--- src/rtl/pidsr_pkg.sv ---
// Package for the speed reference PID controller
package pidsr_pkg;
	localparam int DATA_W = 16;
	localparam int ACC_W = 32;
	// Register byte addresses
	localparam logic [7:0] ADDR_CTRL = 8'h00;
	localparam logic [7:0] ADDR_KP = 8'h04;
	localparam logic [7:0] ADDR_KI = 8'h08;
	localparam logic [7:0] ADDR_KD = 8'h0c;
	localparam logic [7:0] ADDR_BIAS = 8'h10;
	localparam logic [7:0] ADDR_ILIM = 8'h14;
	localparam logic [7:0] ADDR_OLIM = 8'h18;
	localparam logic [7:0] ADDR_LAG = 8'h1c;
	localparam logic [7:0] ADDR_OUT = 8'h20;
	localparam logic [7:0] ADDR_STAT = 8'h24;
	// Control bit positions
	localparam int CTRL_FB_SEL = 0;
	localparam int CTRL_TGT_SEL = 1;
	localparam int CTRL_ADD_MODE = 2;
	localparam int CTRL_ENABLE = 3;
	localparam int CTRL_W = 4;
	// Current input offset for 4 mA (20 % of full scale of 16 bits)
	localparam logic signed [DATA_W:0] MA4_OFFSET = 17'sh03333;
	localparam logic [15:0] MA_SCALE_NUM = 16'h5000;
	localparam int MA_SCALE_SH = 14;
	localparam int GAIN_SH = 8;
	localparam int LAG_SH = 8;
	localparam int SAMPLE_US = 1000;
	localparam int CLK_MHZ = 10;
	localparam int SAMPLE_CYC = SAMPLE_US * CLK_MHZ;
	typedef struct packed {
		logic [15:0] kp;
		logic [15:0] ki;
		logic [15:0] kd;
		logic [15:0] bias;
		logic [15:0] ilim;
		logic [15:0] olim;
		logic [7:0] lag;
		logic [CTRL_W-1:0] ctrl;
	} pidsr_cfg_t;
endpackage

--- src/rtl/pidsr_top.sv ---
// Speed reference PID controller with APB registers
//
// Function
// - Error is selected target minus selected feedback, and all terms use it.
// - Result replaces the frequency reference or is added onto it, per mode bit.
// - Target comes from the operator command or the analog auxiliary input.
// - Feedback is the 4-20 mA current input or the 0-10 V voltage input, scaled.
// - Proportional term is error times proportional gain.
// - Integral accumulates error scaled by inverse integral time; zero disables it.
// - Integral term is clamped to plus or minus the integral limit.
// - Derivative term is error change times derivative time; zero disables it.
// - Output is clamped symmetrically to the output limit.
// - Integrator holds while the output is at the limit.
// - Bias is added as a fixed offset to the output.
// - Output passes a first-order lag set by the delay setting.
// - Feedback select zero picks voltage, one picks current.
//
// Decided for this implementation: the APB slave port and the placing of the registers.
`timescale 1ns/1ps
`default_nettype none
module pidsr_top #(
	parameter int SAMPLE_CYCLES = pidsr_pkg::SAMPLE_CYC
) (
	input wire logic clk_sys,
	input wire logic reset_n,
	input wire logic clk_en,
	input wire logic psel,
	input wire logic penable,
	input wire logic pwrite,
	input wire logic [7:0] paddr,
	input wire logic [31:0] pwdata,
	output logic [31:0] prdata,
	output logic pready,
	output logic pslverr,
	input wire logic signed [pidsr_pkg::DATA_W-1:0] operator_command,
	input wire logic signed [pidsr_pkg::DATA_W-1:0] aux_analog_input,
	input wire logic [pidsr_pkg::DATA_W-1:0] current_feedback_input,
	input wire logic [pidsr_pkg::DATA_W-1:0] voltage_feedback_input,
	input wire logic signed [pidsr_pkg::DATA_W-1:0] speed_reference_in,
	output logic signed [pidsr_pkg::DATA_W-1:0] freq_reference_out
);
	import pidsr_pkg::*;
	// Timer needs at least two states between updates
	if (SAMPLE_CYCLES < 2) begin : g_bad_sample
		$error("SAMPLE_CYCLES too small");
	end

	////////////////////////////////////////////////////////////////////////////
	// Registers
	pidsr_cfg_t cfg_r, cfg_nxt;
	logic [31:0] prdata_r, prdata_nxt;
	logic pslverr_r, pslverr_nxt;
	logic pready_r, pready_nxt;
	logic signed [DATA_W-1:0] pid_out_r;
	logic sat_r;

	always_comb begin
		cfg_nxt = cfg_r;
		prdata_nxt = prdata_r;
		pslverr_nxt = 1'b0;
		pready_nxt = 1'b0;
		// No wait state: answer in the cycle after setup
		if (psel && !penable) begin
			pready_nxt = 1'b1;
			prdata_nxt = 32'h0;
			if (pwrite) begin
				case (paddr)
					ADDR_CTRL, ADDR_KP, ADDR_KI, ADDR_KD: pslverr_nxt = 1'b0;
					ADDR_BIAS, ADDR_ILIM, ADDR_OLIM, ADDR_LAG: pslverr_nxt = 1'b0;
					default: pslverr_nxt = 1'b1;
				endcase
			end else begin
				case (paddr)
					ADDR_CTRL: prdata_nxt = {28'h0, cfg_r.ctrl};
					ADDR_KP: prdata_nxt = {16'h0, cfg_r.kp};
					ADDR_KI: prdata_nxt = {16'h0, cfg_r.ki};
					ADDR_KD: prdata_nxt = {16'h0, cfg_r.kd};
					ADDR_BIAS: prdata_nxt = {16'h0, cfg_r.bias};
					ADDR_ILIM: prdata_nxt = {16'h0, cfg_r.ilim};
					ADDR_OLIM: prdata_nxt = {16'h0, cfg_r.olim};
					ADDR_LAG: prdata_nxt = {24'h0, cfg_r.lag};
					ADDR_OUT: prdata_nxt = {{16{pid_out_r[DATA_W-1]}}, pid_out_r};
					ADDR_STAT: prdata_nxt = {31'h0, sat_r};
					default: pslverr_nxt = 1'b1;
				endcase
			end
		end
		// Write lands only at the edge where pready is sampled high
		if (psel && penable && pready_r && pwrite && !pslverr_r) begin
			case (paddr)
				ADDR_CTRL: cfg_nxt.ctrl = pwdata[CTRL_W-1:0];
				ADDR_KP: cfg_nxt.kp = pwdata[15:0];
				ADDR_KI: cfg_nxt.ki = pwdata[15:0];
				ADDR_KD: cfg_nxt.kd = pwdata[15:0];
				ADDR_BIAS: cfg_nxt.bias = pwdata[15:0];
				ADDR_ILIM: cfg_nxt.ilim = pwdata[15:0];
				ADDR_OLIM: cfg_nxt.olim = pwdata[15:0];
				ADDR_LAG: cfg_nxt.lag = pwdata[7:0];
				default: cfg_nxt = cfg_r;
			endcase
		end
	end

	always_ff @(posedge clk_sys or negedge reset_n) begin
		if (!reset_n) begin
			cfg_r <= '0;
			prdata_r <= 32'h0;
			pslverr_r <= 1'b0;
			pready_r <= 1'b0;
		end else if (clk_en) begin
			cfg_r <= cfg_nxt;
			prdata_r <= prdata_nxt;
			pslverr_r <= pslverr_nxt;
			pready_r <= pready_nxt;
		end
	end
	assign prdata = prdata_r;
	assign pready = pready_r;
	assign pslverr = pslverr_r;

	////////////////////////////////////////////////////////////////////////////
	// Input selection
	logic signed [DATA_W:0] target, feedback, cur_lin, err;
	logic signed [DATA_W+16:0] cur_prod;
	always_comb begin
		target = cfg_r.ctrl[CTRL_TGT_SEL] ? 17'(aux_analog_input) : 17'(operator_command);
		// 4 mA offset removed, span rescaled
		cur_lin = $signed({1'b0, current_feedback_input}) - MA4_OFFSET;
		if (cur_lin < 0) cur_lin = '0;
		cur_prod = (DATA_W+17)'(cur_lin * $signed({1'b0, MA_SCALE_NUM}));
		feedback = cfg_r.ctrl[CTRL_FB_SEL] ? 17'(cur_prod >>> MA_SCALE_SH)
			: $signed({1'b0, voltage_feedback_input});
		err = 17'(target - feedback);
	end

	////////////////////////////////////////////////////////////////////////////
	// Sample timer and PID datapath
	logic [31:0] tick_cnt_r, tick_cnt_nxt;
	logic tick;
	logic signed [ACC_W-1:0] integ_r, integ_nxt;
	logic signed [DATA_W:0] prev_err_r, prev_err_nxt;
	logic signed [ACC_W-1:0] lag_r, lag_nxt;
	logic signed [DATA_W-1:0] pid_out_nxt, freq_r, freq_nxt;
	logic sat_nxt;
	logic signed [ACC_W-1:0] p_term, i_term, d_term, sum, ilim, olim, integ_try, filt;

	always_comb begin
		tick = (tick_cnt_r == 32'(SAMPLE_CYCLES - 1));
		tick_cnt_nxt = tick ? 32'h0 : tick_cnt_r + 32'h1;
		ilim = ACC_W'($signed({1'b0, cfg_r.ilim}));
		olim = ACC_W'($signed({1'b0, cfg_r.olim}));
		p_term = ACC_W'((err * $signed({1'b0, cfg_r.kp})) >>> GAIN_SH);
		// integral step inverse to time, off at zero
		integ_try = integ_r;
		if (cfg_r.ki != 16'h0) integ_try = integ_r + ACC_W'(ACC_W'(err) / $signed({1'b0, cfg_r.ki}));
		if (integ_try > ilim) integ_try = ilim;
		if (integ_try < -ilim) integ_try = -ilim;
		i_term = (cfg_r.ki == 16'h0) ? '0 : integ_r;
		// rate of error change, off at zero
		d_term = (cfg_r.kd == 16'h0) ? '0
			: ACC_W'(((err - prev_err_r) * $signed({1'b0, cfg_r.kd})) >>> GAIN_SH);
		sum = p_term + i_term + d_term + ACC_W'($signed({1'b0, cfg_r.bias}));
		sat_nxt = (sum >= olim) || (sum <= -olim);
		if (sum > olim) sum = olim;
		if (sum < -olim) sum = -olim;
		integ_nxt = (sat_nxt || cfg_r.ki == 16'h0) ? integ_r : integ_try;
		prev_err_nxt = err;
		// first-order lag, larger setting is slower
		// Signed divisor keeps negative steps signed
		filt = lag_r + ((ACC_W'(sum <<< LAG_SH) - lag_r) / $signed(ACC_W'({1'b0, cfg_r.lag} + 9'h1)));
		lag_nxt = filt;
		pid_out_nxt = DATA_W'(filt >>> LAG_SH);
		freq_nxt = cfg_r.ctrl[CTRL_ADD_MODE] ? DATA_W'(speed_reference_in + pid_out_nxt) : pid_out_nxt;
		if (!cfg_r.ctrl[CTRL_ENABLE]) freq_nxt = speed_reference_in;
	end

	always_ff @(posedge clk_sys or negedge reset_n) begin
		if (!reset_n) begin
			tick_cnt_r <= 32'h0;
			integ_r <= '0;
			prev_err_r <= '0;
			lag_r <= '0;
			pid_out_r <= '0;
			sat_r <= 1'b0;
			freq_r <= '0;
		end else if (clk_en && tick) begin
			tick_cnt_r <= tick_cnt_nxt;
			integ_r <= integ_nxt;
			prev_err_r <= prev_err_nxt;
			lag_r <= lag_nxt;
			pid_out_r <= pid_out_nxt;
			sat_r <= sat_nxt;
			freq_r <= freq_nxt;
		end else if (clk_en) begin
			tick_cnt_r <= tick_cnt_nxt;
		end
	end
	assign freq_reference_out = freq_r;
endmodule
`default_nettype wire

--- config.mk ---
export PLATFORM = sky130hd
export DESIGN_NAME = pidsr_top
export DESIGN_NICKNAME = d
export VERILOG_FILES = /design/src/rtl/pidsr_pkg.sv /design/src/rtl/pidsr_top.sv
export SDC_FILE = /design/constraint.sdc
export NUM_CORES = 2
export LEC_CHECK = 0
export BUFFER_PORTS_ARGS = -buffer_cell sky130_fd_sc_hd__buf_2
export CAP_MARGIN = 10
export CELL_PAD_IN_SITES_DETAIL_PLACEMENT = 0
export CELL_PAD_IN_SITES_GLOBAL_PLACEMENT = 1
export CORE_AREA = 2 2 417 419
export DETAILED_ROUTE_END_ITERATION = 8
export DIE_AREA = 0 0 419 421
export PLACE_DENSITY_LB_ADDON = 0.1
export SYNTH_ARGS = -nofsm -noshare
export SYNTH_HDL_FRONTEND = slang
export SYNTH_SLANG_ARGS = --single-unit
export TNS_END_PERCENT = 1
--- constraint.sdc ---
create_clock -name clk_sys -period 340.1 [get_ports clk_sys]
set_clock_uncertainty 0.15 [all_clocks]
set_input_delay 51.015 -clock clk_sys [delete_from_list [all_inputs] [get_ports clk_sys]]
set_output_delay 51.015 -clock clk_sys [all_outputs]
set_load 0.01 [all_outputs]
==> metrics.md <==
| Metric | Value |
|---|---|
| Nets | `between 10000 and 15000` |
| Top cell type's share of synthesized area | `0.169` |
| First-pass DRT Iterations | `7` |
| WS Path Type | `input pin to flip-flop` |
| Largest area contributor in the netlist | `ha_1` |
| Final instance area | `between 90000 and 100000 sq um` |
| Outcome | `finished clean` |
| Max incr delay on CP | `0.81 ns` |
| Initial Util | `0.496` |
| Root Driver | `clkbuf_16` |
| Vias/cell | `6.00` |
| Port bufs | `159` |
| Post-DRT Antenna Nets | `0` |
| Critical path data arrival time | `~190 ns` |
| Wire per inst | `about 21 um` |
| Worst setup SP type | `input pin` |
| Setup TNS Final | `0 ns` |
| DR vias | `~81000` |
| Final hold violations | `0` |
| Critical path's slowest cell | `fa_1` |
| # DRC | `0` |
| Clock Latency Late Sink | `approximately 0.63 ns` |
| Post-synthesis cell count | `~11000` |
| Required @ worst endpoint | `340.49 ns` |
| Clk slew on worst S/H paths | `roughly 0.06 ns` |
| CP endpoint kind | `flip-flop` |
| Deepest clock path buffer count | `3` |
| Final WL | `about 280000 um` |
| First-pass GRT wire length | `roughly 450000 um` |
| Routability cong. | `1.01` |
| Yosys Warn Count | `0` |
| GRT Total Usage | `0.318` |
| Mean Syn Cell Area | `between 7 and 8 sq um` |
| Fin. max-slew vios | `0` |
| Commonest non-fill, non-tap cell in the layout | `ha_1` |
| Most frequent cells in the layout | `ha_1, nand2_1, inv_1, nor2_1, nor3_1` |
| Global route total overflow | `0` |
| Die Y-Extent | `approximately 420 um` |
| H-tree levels | `2` |
| Die area | `roughly 180000 sq um` |
| Number of global-route vias before repair | `just under 80000` |
| Yosys reg bits | `257` |
| Area of the mapped netlist | `between 80000 and 90000 sq um` |
| Final period util | `0.546` |
| Drt first-iter violations | `between 5000 and 6000` |
| Clk sinks | `257` |
| Setup Fix Bufs, Post-CTS | `0` |
| Worst Tran Pin Value | `between 1 and 1.5 ns` |
| Cell mode on critical path | `o21a_1` |
| Relative slew slack | `0.108` |
| Ys flop type | `dfrtp_1` |
| Hold WC Path Type | `flip-flop to flip-flop` |
| Crit path max fanout | `26` |
| Netlist cell types | `around 140` |
| Crit path time final | `185.63 ns` |
| EDFF count, synth | `0` |
| Min Hold Slack | `0.329 ns` |
| Seq/Total Area, Yosys | `0.0751` |
| Async SR Flop Fraction | `1.00` |
| CTS resizes | `0` |
| Area delta synth->final | `5.69%` |
| Inserted Clock Buffers | `35` |
| Max cap viols | `0` |
| Fmax achieved | `roughly 0.0054 GHz` |
| Post-Place Setup Slack | `about 160 ns` |
| Setup ws final | `around 150 ns` |
| RSZ-0062 raised after global routing | `no` |
| Placement Cell Area | `roughly 89000 sq um` |
| Cts hold-fix bufs | `0` |
| Setup-failing EPs final | `0` |
| CTS tree | `yes` |
| Ranking of synthesized cells by area | `ha_1, fa_1, dfrtp_1, nand2_1, o21a_1` |
| Pin count of the biggest net entering global routing | `about 180` |
| Number of core rows | `153` |
| Number of antenna violations at the first check in global routing | `16` |
| Layout cells sized above 1 | `0.0809` |
| Die X | `about 420 um` |
| CORE AREA | `~170000 sq um` |
| DP Wirelength | `between 200000 and 250000 um` |
| # IOs | `~180` |
metrics by stage:
stage,instances,util
floorplan,11100,-
global placement,13400,0.518
detailed placement,13400,0.518
CTS,13400,0.524
global route,13400,0.525
finish,13400,0.525
sequential cells by signal (all words and copies together) (netlist names):
signal / count
pready: 1
sat_r: 1
integ_r: 32
pslverr: 1
cfg_r: 108
pid_out_r: 15
lag_r: 17
tick_cnt_r: 32
freq_reference_out: 16
prev_err_r: 17
prdata: 17
kinds of logic after synthesis:
family	count (synthesis)	synth area share
other	1	0.0000438
xor gates and xnor gates	590	0.0608
DFF	257	0.0751
muxes	428	0.0547
and+or+nand+nor	3984	0.228
buffers and inverters	1423	0.0635
adders and majority gates	1743	0.305
AOI/OAI and AO/OA	2671	0.213
worst paths after layout:
kind                                            from                     to  slack (ns)  cells past startpoint
setup / recovery           current_feedback_input[0]              lag_r[31]      154.47                    573
hold / removal                 freq_reference_out[9]  freq_reference_out[9]        0.33                      2
setup reg to reg                            cfg_r[0]              lag_r[31]      207.34                    562
hold reg to reg                freq_reference_out[9]  freq_reference_out[9]        0.33                      2
max in group asynchronous                    reset_n              prdata[0]      287.92                      2
min in group asynchronous                    reset_n         tick_cnt_r[25]       50.23                      1
layer usage:
layer  wire length (um)  global-route usage  up-vias
met5                 54                   0        -
met4              11900               0.118        8
met3              16300              0.0397      462
met2             132000               0.536     2168
met1             124000               0.414    38700
li1                   -                   -    39300
layout make-up:
class                           instances  area (sq um)
Antenna cell                            9          22.5
Clock buffer                           50          1000
Clock inverter                         12           145
Fill cell                           16800         82000
Inverter                             1033          3880
Multi-Input combinational cell       9431         74100
Sequential cell                       257          6430
Tap cell                             2325          2910
Timing Repair Buffer                  313          1980
worst max-delay path: cells and delay by family:
kind                     cells  cell delay [ns]
multiplexers                10             3.20
AND/OR/NAND/NOR            153            40.87
adder cells (fa/ha/maj)     51            16.58
buffers and inverters       42             5.30
XOR/XNOR                     9             2.03
AO/OA/AOI/OAI              308            66.75
Yosys cell counts (all sizes together) (25+ instances only):
cell type and number:
xor2 175, o31a 29, nor2b 138, buf 68
mux2 310, a21oi 527, nand2b 137, a31oi 57
o21a 546, clkbuf 322, or2 81, o21bai 61
xnor2 413, nand2 1124, o22ai 25, ha 1159
and3 77, fa 577, nand3 169, dfrtp 257
mux2i 118, o211ai 40, nand4 122, a211oi 56
a21boi 27, or4 48, o21ai 499, nor3 642
inv 1031, nor2 865, nor4 81, o31ai 298
and2 306, or3 78, a21o 212
Power is left out: the tool's default activity adds up to more than one toggle a clock period on the data nets, which glitch-free logic cannot reach.
